**src/hdl/mid_pkg.sv**
```systemverilog
// constants and types shared by the instruction decode and timing block
// assumes one oscillator-rate clock and a 13-bit program word
package mid_pkg;

	localparam int WORD_W = 13;
	localparam int DATA_W = 8;
	localparam int PC_W   = 10;

	// code option word: instruction cycle length select
	localparam int CFG_CYCLE_CLK_BIT = 10;
	localparam logic [1:0] PHASE_LAST_2CLK = 2'h1;
	localparam logic [1:0] PHASE_LAST_4CLK = 2'h3;

	// register designators decoded inside the core
	localparam logic [5:0] REG_PC     = 6'h02;
	localparam logic [5:0] REG_STATUS = 6'h03;
	localparam logic [5:0] REG_BANK   = 6'h04;
	localparam int BANK_LO = 6;
	localparam int BANK_HI = 7;

	// status register fields and reset value
	localparam int ST_CARRY = 0;
	localparam int ST_DIGIT = 1;
	localparam int ST_ZERO  = 2;
	localparam int ST_PWRDN = 3;
	localparam int ST_TIMEO = 4;
	localparam logic [7:0] STATUS_RST = 8'h18;

	localparam logic [PC_W-1:0] SW_INT_VECTOR = 10'h002;

	// fixed encodings
	localparam logic [12:0] ENC_NOP     = 13'h0000;
	localparam logic [12:0] ENC_DAA     = 13'h0001;
	localparam logic [12:0] ENC_CONTW   = 13'h0002;
	localparam logic [12:0] ENC_SLEEP   = 13'h0003;
	localparam logic [12:0] ENC_WDCLR   = 13'h0004;
	localparam logic [12:0] ENC_ENI     = 13'h0010;
	localparam logic [12:0] ENC_DISI    = 13'h0011;
	localparam logic [12:0] ENC_RET     = 13'h0012;
	localparam logic [12:0] ENC_RET_INT = 13'h0013;
	localparam logic [12:0] ENC_CONTR   = 13'h0014;
	localparam logic [12:0] ENC_TABLE   = 13'h0020;
	localparam logic [12:0] ENC_CLRA    = 13'h0080;
	localparam logic [12:0] ENC_SW_INT  = 13'h1E02;
	localparam logic [3:0]  IOC_FIRST   = 4'h5;

	typedef enum logic [4:0] {
		OP_NOP, OP_DAA, OP_CONTW, OP_CONTR, OP_SLEEP, OP_WDCLR, OP_IOW, OP_IOR,
		OP_ENI, OP_DISI, OP_RET, OP_RET_INT, OP_RETL, OP_TABLE_ADD, OP_REG,
		OP_LIT, OP_SKIP_CLR, OP_SKIP_SET, OP_CALL, OP_JMP, OP_SW_INT
	} mid_op_t;

	typedef enum logic [4:0] {
		ALU_MOVA, ALU_CLR, ALU_SUB, ALU_DEC, ALU_OR, ALU_AND, ALU_XOR, ALU_ADD,
		ALU_MOV, ALU_COM, ALU_INC, ALU_DEC_SKIP, ALU_RRC, ALU_RLC, ALU_SWAP,
		ALU_INC_SKIP, ALU_BC, ALU_BS
	} mid_alu_t;

endpackage

```
**src/hdl/mid_decode.sv**
```systemverilog
// combinational instruction word decoder
// assumes the word is held stable for the whole instruction cycle
module mid_decode
	import mid_pkg::*;
(
	// instruction word
	input  wire logic [WORD_W-1:0] word,
	// decoded fields
	output mid_op_t                op,
	output mid_alu_t               alu,
	output logic                   to_reg,
	output logic                   lit_op,
	output logic [5:0]             reg_sel,
	output logic [2:0]             bit_sel,
	output logic [PC_W-1:0]        lit
);

	assign lit     = word[PC_W-1:0];
	assign bit_sel = word[8:6];
	assign reg_sel = word[5:0];

	always_comb begin
		op     = OP_NOP;
		alu    = ALU_MOV;
		to_reg = 1'b0;
		lit_op = 1'b0;
		if (word[12]) begin
			lit_op = 1'b1;
			op     = OP_LIT;
			if (!word[11]) begin
				op = word[10] ? OP_JMP : OP_CALL;
			end else begin
				unique case (word[10:8])
					3'h0: alu = ALU_MOV;
					3'h1: alu = ALU_OR;
					3'h2: alu = ALU_AND;
					3'h3: alu = ALU_XOR;
					3'h4: op = OP_RETL;
					3'h5: alu = ALU_SUB;
					3'h6: op = (word == ENC_SW_INT) ? OP_SW_INT : OP_NOP;
					3'h7: alu = ALU_ADD;
				endcase
			end
		end else if (word[11]) begin
			unique case (word[10:9])
				2'h0: begin
					op     = OP_REG;
					alu    = ALU_BC;
					to_reg = 1'b1;
				end
				2'h1: begin
					op     = OP_REG;
					alu    = ALU_BS;
					to_reg = 1'b1;
				end
				2'h2: op = OP_SKIP_CLR;
				2'h3: op = OP_SKIP_SET;
			endcase
		end else if (word[10:8] != 3'h0) begin
			op     = OP_REG;
			to_reg = word[6];
			unique case (word[10:7])
				4'h2: alu = ALU_SUB;
				4'h3: alu = ALU_DEC;
				4'h4: alu = ALU_OR;
				4'h5: alu = ALU_AND;
				4'h6: alu = ALU_XOR;
				4'h7: alu = ALU_ADD;
				4'h8: alu = ALU_MOV;
				4'h9: alu = ALU_COM;
				4'hA: alu = ALU_INC;
				4'hB: alu = ALU_DEC_SKIP;
				4'hC: alu = ALU_RRC;
				4'hD: alu = ALU_RLC;
				4'hE: alu = ALU_SWAP;
				default: alu = ALU_INC_SKIP;
			endcase
		end else begin
			unique case (word[7:6])
				2'h0: begin
					unique case (word)
						ENC_NOP:     op = OP_NOP;
						ENC_DAA:     op = OP_DAA;
						ENC_CONTW:   op = OP_CONTW;
						ENC_SLEEP:   op = OP_SLEEP;
						ENC_WDCLR:   op = OP_WDCLR;
						ENC_ENI:     op = OP_ENI;
						ENC_DISI:    op = OP_DISI;
						ENC_RET:     op = OP_RET;
						ENC_RET_INT: op = OP_RET_INT;
						ENC_CONTR:   op = OP_CONTR;
						ENC_TABLE:   op = OP_TABLE_ADD;
						default: begin
							if (word[5:4] == 2'h0 && word[3:0] >= IOC_FIRST)
								op = OP_IOW;
							else if (word[5:4] == 2'h1 && word[3:0] >= IOC_FIRST)
								op = OP_IOR;
						end
					endcase
				end
				2'h1: begin
					op     = OP_REG;
					alu    = ALU_MOVA;
					to_reg = 1'b1;
				end
				2'h2: begin
					op  = (word == ENC_CLRA) ? OP_REG : OP_NOP;
					alu = ALU_CLR;
				end
				2'h3: begin
					op     = OP_REG;
					alu    = ALU_CLR;
					to_reg = 1'b1;
				end
			endcase
		end
	end

endmodule

```
**src/hdl/mid_core.sv**
```systemverilog
// instruction fetch, decode, execute and cycle timing for the 8-bit core
// assumes program memory and the register file outside read asynchronously

module mid_core
	import mid_pkg::*;
#(
	parameter int              STACK_DEPTH = 8,
	parameter logic [PC_W-1:0] RESET_PC    = 10'h000
) (
	// clock and reset
	input  wire logic              ref_clk,
	input  wire logic              nrst,
	// code option word
	input  wire logic [WORD_W-1:0] cfg_word,
	// program memory
	output logic      [PC_W-1:0]   prog_addr,
	input  wire logic [WORD_W-1:0] prog_data,
	// register file and I/O registers
	output logic      [7:0]        reg_addr,
	output logic      [7:0]        reg_wdata,
	output logic                   reg_we,
	input  wire logic [7:0]        reg_rdata,
	// I/O control registers
	output logic      [3:0]        ioc_sel,
	output logic      [7:0]        ioc_wdata,
	output logic                   ioc_we,
	input  wire logic [7:0]        ioc_rdata,
	// core state
	output logic      [7:0]        acc,
	output logic      [7:0]        status,
	output logic      [7:0]        bank_select_register,
	output logic      [7:0]        cont,
	output logic                   gie,
	output logic                   osc_stop,
	output logic                   watchdog_clear,
	output logic                   cycle_end
);

	localparam int SP_W = (STACK_DEPTH > 1) ? $clog2(STACK_DEPTH) : 1;

	logic [2:0]        cks_sync_r;
	logic              cks_r;
	logic [1:0]        phase_r;
	logic              bubble_r;
	logic [WORD_W-1:0] ir_r;
	logic [PC_W-1:0]   pc_r;
	logic [PC_W-1:0]   stack_r [STACK_DEPTH];
	logic [SP_W-1:0]   sp_r;
	logic [7:0]        acc_r;
	logic [7:0]        status_r;
	logic [7:0]        bank_r;
	logic [7:0]        cont_r;
	logic              gie_r;
	logic              stop_r;
	logic [7:0]        reg_addr_r;
	logic [7:0]        reg_wdata_r;
	logic              reg_we_r;
	logic              ioc_we_r;
	logic [7:0]        ioc_wdata_r;
	logic              wd_clr_r;
	logic              cycle_end_r;

	mid_op_t           d_op;
	mid_alu_t          d_alu;
	logic              d_to_reg;
	logic              d_lit_op;
	logic [5:0]        d_reg;
	logic [2:0]        d_bit;
	logic [PC_W-1:0]   d_lit;

	mid_decode u_decode (
		.word    (ir_r),
		.op      (d_op),
		.alu     (d_alu),
		.to_reg  (d_to_reg),
		.lit_op  (d_lit_op),
		.reg_sel (d_reg),
		.bit_sel (d_bit),
		.lit     (d_lit)
	);

	wire [1:0] phase_last = cks_r ? PHASE_LAST_4CLK : PHASE_LAST_2CLK;
	wire       fetch_edge = (phase_r == 2'h0) && !stop_r;
	wire       exec_edge  = (phase_r >= phase_last) && !stop_r;
	wire       exec_ok    = exec_edge && !bubble_r;

	// only PC, status and bank live here; I/O registers come from outside
	wire       sel_pc     = (d_reg == REG_PC);
	wire       sel_status = (d_reg == REG_STATUS);
	wire       sel_bank   = (d_reg == REG_BANK);
	wire [7:0] reg_val    = sel_pc ? pc_r[7:0] : sel_status ? status_r :
	                        sel_bank ? bank_r : reg_rdata;
	wire [7:0] opnd       = d_lit_op ? d_lit[7:0] : reg_val;
	wire [7:0] bit_mask   = 8'h01 << d_bit;
	wire [PC_W-1:0] pc_inc  = pc_r + 10'h001;
	wire [PC_W-1:0] pc_skip = pc_r + 10'h002;
	wire [SP_W-1:0] sp_dec  = sp_r - 1'b1;

	// table add on the low PC byte
	wire [8:0] tbl_sum = {1'b0, pc_r[7:0]} + {1'b0, acc_r};
	wire [4:0] tbl_dig = {1'b0, pc_r[3:0]} + {1'b0, acc_r[3:0]};

	wire [8:0] daa_a  = {1'b0, acc_r} + ((acc_r[3:0] > 4'h9) ? 9'h006 : 9'h000);
	wire       daa_hi = (daa_a[7:4] > 4'h9) || daa_a[8] || status_r[ST_CARRY];
	wire [8:0] daa_b  = daa_a + (daa_hi ? 9'h060 : 9'h000);

	logic [7:0] alu_res;
	logic       alu_c;
	logic       alu_dig;
	logic [8:0] sum9;
	logic [4:0] sum5;

	always_comb begin
		sum9    = '0;
		sum5    = '0;
		alu_res = opnd;
		alu_c   = status_r[ST_CARRY];
		alu_dig = status_r[ST_DIGIT];
		unique case (d_alu)
			ALU_MOVA: alu_res = acc_r;
			ALU_CLR:  alu_res = '0;
			ALU_SUB: begin
				sum9    = {1'b0, opnd} + {1'b0, ~acc_r} + 9'h001;
				sum5    = {1'b0, opnd[3:0]} + {1'b0, ~acc_r[3:0]} + 5'h01;
				alu_res = sum9[7:0];
				alu_c   = sum9[8];
				alu_dig = sum5[4];
			end
			ALU_ADD: begin
				sum9    = {1'b0, opnd} + {1'b0, acc_r};
				sum5    = {1'b0, opnd[3:0]} + {1'b0, acc_r[3:0]};
				alu_res = sum9[7:0];
				alu_c   = sum9[8];
				alu_dig = sum5[4];
			end
			ALU_DEC, ALU_DEC_SKIP: alu_res = opnd - 8'h01;
			ALU_INC, ALU_INC_SKIP: alu_res = opnd + 8'h01;
			ALU_OR:   alu_res = opnd | acc_r;
			ALU_AND:  alu_res = opnd & acc_r;
			ALU_XOR:  alu_res = opnd ^ acc_r;
			ALU_MOV:  alu_res = opnd;
			ALU_COM:  alu_res = ~opnd;
			ALU_RRC: begin
				alu_res = {status_r[ST_CARRY], opnd[7:1]};
				alu_c   = opnd[0];
			end
			ALU_RLC: begin
				alu_res = {opnd[6:0], status_r[ST_CARRY]};
				alu_c   = opnd[7];
			end
			ALU_SWAP: alu_res = {opnd[3:0], opnd[7:4]};
			ALU_BC:   alu_res = opnd & ~bit_mask;
			ALU_BS:   alu_res = opnd | bit_mask;
		endcase
	end

	wire alu_op  = (d_op == OP_REG) || (d_op == OP_LIT);
	wire upd_cd  = alu_op && (d_alu == ALU_SUB || d_alu == ALU_ADD);
	wire upd_c   = upd_cd || (alu_op && (d_alu == ALU_RRC || d_alu == ALU_RLC));
	wire upd_z   = upd_cd || (alu_op && !(d_lit_op && d_alu == ALU_MOV) &&
	               (d_alu inside {ALU_CLR, ALU_DEC, ALU_OR, ALU_AND, ALU_XOR,
	                              ALU_MOV, ALU_COM, ALU_INC}));

	logic [PC_W-1:0] pc_nxt;
	logic [7:0]      acc_nxt;
	logic [7:0]      status_nxt;
	logic [7:0]      bank_nxt;
	logic [7:0]      cont_nxt;
	logic            gie_nxt;
	logic            stop_nxt;
	logic            push;
	logic            pop;
	logic            two_cyc;
	logic            skip;
	logic            wr_reg;
	logic            reg_we_nxt;
	logic            wd_clr_nxt;

	always_comb begin
		pc_nxt     = pc_inc;
		acc_nxt    = acc_r;
		status_nxt = status_r;
		bank_nxt   = bank_r;
		cont_nxt   = cont_r;
		gie_nxt    = gie_r;
		stop_nxt   = stop_r;
		push       = 1'b0;
		pop        = 1'b0;
		two_cyc    = 1'b0;
		skip       = 1'b0;
		wr_reg     = 1'b0;
		reg_we_nxt = 1'b0;
		wd_clr_nxt = 1'b0;
		unique case (d_op)
			OP_NOP: ;
			OP_DAA: begin
				acc_nxt              = daa_b[7:0];
				status_nxt[ST_CARRY] = daa_hi;
			end
			OP_CONTW: cont_nxt = acc_r;
			OP_CONTR: acc_nxt = cont_r;
			OP_SLEEP: begin
				wd_clr_nxt           = 1'b1;
				stop_nxt             = 1'b1;
				status_nxt[ST_TIMEO] = 1'b1;
				status_nxt[ST_PWRDN] = 1'b0;
			end
			OP_WDCLR: begin
				wd_clr_nxt           = 1'b1;
				status_nxt[ST_TIMEO] = 1'b1;
				status_nxt[ST_PWRDN] = 1'b1;
			end
			OP_IOW: ;
			OP_IOR: acc_nxt = ioc_rdata;
			OP_ENI: gie_nxt = 1'b1;
			OP_DISI: gie_nxt = 1'b0;
			OP_RET: pop = 1'b1;
			OP_RET_INT: begin
				pop     = 1'b1;
				gie_nxt = 1'b1;
			end
			OP_RETL: begin
				pop     = 1'b1;
				acc_nxt = d_lit[7:0];
			end
			OP_TABLE_ADD: begin
				pc_nxt               = {pc_r[9:8], tbl_sum[7:0]};
				two_cyc              = 1'b1;
				status_nxt[ST_ZERO]  = (tbl_sum[7:0] == 8'h00);
				status_nxt[ST_CARRY] = tbl_sum[8];
				status_nxt[ST_DIGIT] = tbl_dig[4];
			end
			OP_REG, OP_LIT: begin
				wr_reg = d_to_reg;
				if (!d_to_reg)
					acc_nxt = alu_res;
				skip = (d_alu == ALU_DEC_SKIP || d_alu == ALU_INC_SKIP) &&
				       (alu_res == 8'h00);
			end
			OP_SKIP_CLR: skip = !opnd[d_bit];
			OP_SKIP_SET: skip = opnd[d_bit];
			OP_CALL, OP_JMP: begin
				push    = (d_op == OP_CALL);
				pc_nxt  = d_lit;
				two_cyc = 1'b1;
			end
			OP_SW_INT: begin
				push    = 1'b1;
				pc_nxt  = SW_INT_VECTOR;
				two_cyc = 1'b1;
			end
		endcase
		if (wr_reg) begin
			if (sel_pc) begin
				pc_nxt  = {pc_r[9:8], alu_res};
				two_cyc = 1'b1;
			end else if (sel_status)
				status_nxt = alu_res;
			else if (sel_bank)
				bank_nxt = alu_res;
			else
				reg_we_nxt = 1'b1;
		end
		if (upd_z)
			status_nxt[ST_ZERO] = (alu_res == 8'h00);
		if (upd_c)
			status_nxt[ST_CARRY] = alu_c;
		if (upd_cd)
			status_nxt[ST_DIGIT] = alu_dig;
		if (skip) begin
			pc_nxt  = pc_skip;
			two_cyc = 1'b1;
		end
		if (pop) begin
			pc_nxt  = stack_r[sp_dec];
			two_cyc = 1'b1;
		end
	end

	// option bit crosses in from a pin: change taken once stages two and three agree
	always_ff @(posedge ref_clk or negedge nrst) begin
		if (!nrst) begin
			cks_sync_r <= '0;
			cks_r      <= 1'b0;
		end else begin
			cks_sync_r <= {cks_sync_r[1:0], cfg_word[CFG_CYCLE_CLK_BIT]};
			if (cks_sync_r[1] == cks_sync_r[2])
				cks_r <= cks_sync_r[2];
		end
	end

	always_ff @(posedge ref_clk or negedge nrst) begin
		if (!nrst)
			phase_r <= 2'h0;
		else if (!stop_r)
			phase_r <= exec_edge ? 2'h0 : phase_r + 2'h1;
	end

	always_ff @(posedge ref_clk or negedge nrst) begin
		if (!nrst) begin
			ir_r       <= ENC_NOP;
			reg_addr_r <= 8'h00;
		end else if (fetch_edge) begin
			ir_r       <= prog_data;
			reg_addr_r <= {bank_r[BANK_HI:BANK_LO], prog_data[5:0]};
		end
	end

	always_ff @(posedge ref_clk) begin
		if (exec_ok && push)
			stack_r[sp_r] <= pc_inc;
	end

	always_ff @(posedge ref_clk or negedge nrst) begin
		if (!nrst) begin
			pc_r     <= RESET_PC;
			sp_r     <= '0;
			bubble_r <= 1'b0;
			acc_r    <= 8'h00;
			status_r <= STATUS_RST;
			bank_r   <= 8'h00;
			cont_r   <= 8'h00;
			gie_r    <= 1'b0;
			stop_r   <= 1'b0;
		end else if (exec_ok) begin
			pc_r     <= pc_nxt;
			sp_r     <= push ? sp_r + 1'b1 : pop ? sp_dec : sp_r;
			bubble_r <= two_cyc;
			acc_r    <= acc_nxt;
			status_r <= status_nxt;
			bank_r   <= bank_nxt;
			cont_r   <= cont_nxt;
			gie_r    <= gie_nxt;
			stop_r   <= stop_nxt;
		end else if (exec_edge) begin
			bubble_r <= 1'b0;
		end
	end

	// strobes last one clock, so the write lands at the edge after execute
	always_ff @(posedge ref_clk or negedge nrst) begin
		if (!nrst) begin
			reg_we_r    <= 1'b0;
			reg_wdata_r <= 8'h00;
			ioc_we_r    <= 1'b0;
			ioc_wdata_r <= 8'h00;
			wd_clr_r    <= 1'b0;
			cycle_end_r <= 1'b0;
		end else begin
			reg_we_r    <= exec_ok && reg_we_nxt;
			ioc_we_r    <= exec_ok && (d_op == OP_IOW);
			wd_clr_r    <= exec_ok && wd_clr_nxt;
			cycle_end_r <= exec_edge;
			if (exec_ok) begin
				reg_wdata_r <= alu_res;
				ioc_wdata_r <= acc_r;
			end
		end
	end

	assign prog_addr            = pc_r;
	assign reg_addr             = reg_addr_r;
	assign reg_wdata            = reg_wdata_r;
	assign reg_we               = reg_we_r;
	assign ioc_sel              = ir_r[3:0];
	assign ioc_wdata            = ioc_wdata_r;
	assign ioc_we               = ioc_we_r;
	assign acc                  = acc_r;
	assign status               = status_r;
	assign bank_select_register = bank_r;
	assign cont                 = cont_r;
	assign gie                  = gie_r;
	assign osc_stop             = stop_r;
	assign watchdog_clear       = wd_clr_r;
	assign cycle_end            = cycle_end_r;

endmodule

```
**config.mk**
```make
export PLATFORM = sky130hd
export DESIGN_NAME = mid_core
export DESIGN_NICKNAME = d
export VERILOG_FILES = /design/src/hdl/mid_pkg.sv /design/src/hdl/mid_decode.sv /design/src/hdl/mid_core.sv
export SDC_FILE = /design/constraint.sdc
export NUM_CORES = 1
export LEC_CHECK = 0
export BUFFER_PORTS_ARGS = -buffer_cell sky130_fd_sc_hd__clkbuf_2
export CAP_MARGIN = 20
export CELL_PAD_IN_SITES_DETAIL_PLACEMENT = 0
export CELL_PAD_IN_SITES_GLOBAL_PLACEMENT = 1
export CORE_MARGIN = 2
export CORE_UTILIZATION = 51
export DETAILED_ROUTE_END_ITERATION = 8
export PLACE_DENSITY_LB_ADDON = 0.1
export SLEW_MARGIN = 30
export SYNTH_ARGS = -nofsm -noshare
export SYNTH_HDL_FRONTEND = slang
export SYNTH_HIERARCHICAL = 1
export SYNTH_SLANG_ARGS = --single-unit
export TNS_END_PERCENT = 50
```
**constraint.sdc**
```tcl
create_clock -name ref_clk -period 11.7 [get_ports ref_clk]
set_clock_uncertainty 0.05 [all_clocks]
set_input_delay 1.17 -clock ref_clk [delete_from_list [all_inputs] [get_ports ref_clk]]
set_output_delay 1.17 -clock ref_clk [all_outputs]
set_load 0.02 [all_outputs]
```
==> reports/metrics.csv <==
metric,value,unit
status,finished clean,
clock_path_buffers,2,
yosysTopAreaCellShare,20.4,%
core_area,22600,sq um
yosysWarnings,6,
hold_path_class,register to register,
synth_nets,1321,
r2r_end,prog_addr[5]$_DFFE_PN0P_,
clk_latency,0.43,ns
drv_slew,0,
drive_gt1_share,20.7,%
drt-initial-drc-count,921,
ys_seq_area_share,39.3,%
cp_data_arrival_time,6.89,ns
required,11.96,ns
path_class,register to register,
drt_first_pass_iters,7,
rsz0062_at_grt,no,
syn_to_final_growth,11.1,%
drt-total-wl,39.6,mm
fmax,151,MHz
cts_sinks,169,
htree_levels,4,
synthTopCellsByArea,"edfxtp_1 20%, dfrtp_1 18%, nand2_1 4.5%, mux4_2 4.2%, ha_1 4.1%",
synthCells,1233,
drv_cap,0,
start_util,52.0,%
worst_hold_path.endpoint,cks_sync_r[1]$_DFF_PN0_,
hold_violations,0,
die_height,156,microns
ys_seq_elements,169,
top_level_ports,120,
grt_pass1_wl,59.8,mm
antenna_found_initial,1,
drc,0,
synth_ff_type,dfrtp_1,
cp_max_fo,20,
die_x,156,microns
cts-root-buf,clkbuf_16,
yosys-top-cells-count,"141 x nand2_1, 93 x nor2_1, 87 x dfrtp_1",
cts_resized,0,
numCtsBuffers,17,
setup_viol,0,
r2r_slack,5.07,ns
finalWorstSetupSlack,5.07,ns
dp_hpwl,28.4,mm
vias_per_cell,6.50,
worst_pin_slew,0.962,ns
postCtsSetupRepairBufs,0,
crit_start,ir_r[5]$_DFFE_PN0P_,
grt_start_max_net_pins,71,
synthArstFlopShare,52.7,%
synth_edf_count,80,
finalCriticalPeriod,6.63,ns
crit-reg2reg-launch,ir_r[5]$_DFFE_PN0P_,
endpoint_kind,register,
min_from,cks_sync_r[0]$_DFF_PN0_,
ant_nets,0,
routedWlPerCell,24.9,microns
netlist_area,11800,sq um
ys_types,91,
port_buffers,107,
hold_buffers,0,
grt_use_total,32.7,%
finalNetCount,1379,
die_area,24300,sq um
startpoint_type,register,
clk_pin_slew,0.07,ns
overflow,0,
yosysMostFrequentCell,nand2_1,
reg2regPathDepth,17,
relSlewSlack,35.8,%
vias,10330,
globalplace.congestion,0.963,
finalCritPeriodShare,56.7,%
num_rows,55,
yosysTopAreaCell,edfxtp_1,
preCtsSetupSlack,5.15,ns
setup_tns,0,ns
first_global_vias,9996,
cts_tree,done,
syn_avg_cell_area,9.55,sq um
hold_depth,0,
cell families after synthesis:
logic type,synth area share [%]
DFF,39.3
adders and majority gates,5.08
AOI/OAI and AO/OA,19.9
muxes,9.33
xor gates and xnor gates,2.68
buffers and inverters,5.84
and+or+nand+nor,17.8
per-stage QoR:
| stage | instances | hold slack, ns | utilization [%] | instance area [sq um] |
|---|---|---|---|---|
| after floorplan | 1233 | 0.281 | - | 11800 |
| after global placement | 1556 | 0.283 | 54.8 | 12400 |
| after detailed placement | 1556 | 0.308 | 54.8 | 12400 |
| after CTS | 1588 | 0.325 | 57.6 | 13000 |
| after global routing | 1589 | 0.337 | 57.8 | 13100 |
| final | 1590 | 0.318 | 57.8 | 13100 |
how the worst max path moves through the flow:
stage,endpoint,slack (ns),depth (start not counted)
after global routing,prog_addr[5]$_DFFE_PN0P_,4.90,17
after floorplan,prog_addr[4]$_DFFE_PN0P_,6.65,20
final,prog_addr[5]$_DFFE_PN0P_,5.07,17
after CTS,prog_addr[5]$_DFFE_PN0P_,5.12,17
after detailed placement,prog_addr[5]$_DFFE_PN0P_,5.15,17
after global placement,prog_addr[5]$_DFFE_PN0P_,5.16,17
worst max-delay path: stages (launching register included):
cell and delay [ns]:
dfrtp_1 0.91, or3_1 0.71, a21oi_1 0.08, o221ai_1 0.49, and2_1 0.50, inv_1 0.13
ha_1 0.22, inv_1 0.08, fa_1 0.47, a32oi_1 0.22, o2111ai_1 0.15, a211oi_1 0.25
a41o_1 0.51, nor3b_2 0.25, nand4bb_1 0.19, o41a_2 0.65, mux2_2 0.35, o32a_1 0.28
cell type report:
cell class	instances	area (sq um)
well taps	285	357
flip-flops and latches	169	4630
clock buffers	17	425
multi-input cells	924	6540
repair buffers	139	786
clock inverters	15	198
diodes	1	2.50
fillers	2049	9550
inverters	40	150
registers in the layout (all words and copies together), names as in the netlist, 2 cells and up:
register,flops
prog_addr,10
ir_r,13
sp_r,3
phase_r,2
ioc_wdata,8
reg_addr,2
cks_sync_r,3
stack_r,80
bank_select_register,8
status,8
acc,8
reg_wdata,8
cont,8
cell usage in the layout, fill, tap and decap left out, drive strengths merged, types with 37 or more instances in the layout:
cell type / Yosys / final
clkbuf: 51 / 123
nor3: 39 / 39
a21oi: 54 / 54
ha: 39 / 39
dfrtp: 87 / 87
nand2: 142 / 142
nor2: 93 / 93
edfxtp: 80 / 80
o21ai: 85 / 85
nand3: 37 / 37
inv: 39 / 47
layer usage:
layer  vias up  GRT usage (%)  share of wire [%]
met4         0           14.5                4.0
met2       410           54.8                 49
li1       4724              -                  -
met3        92           4.72                6.3
met1      5104           42.4                 41
met5         -              0                  0
Power is not shown: default switching activity piles up to over one toggle a cycle in this logic, so the estimate is an artifact.
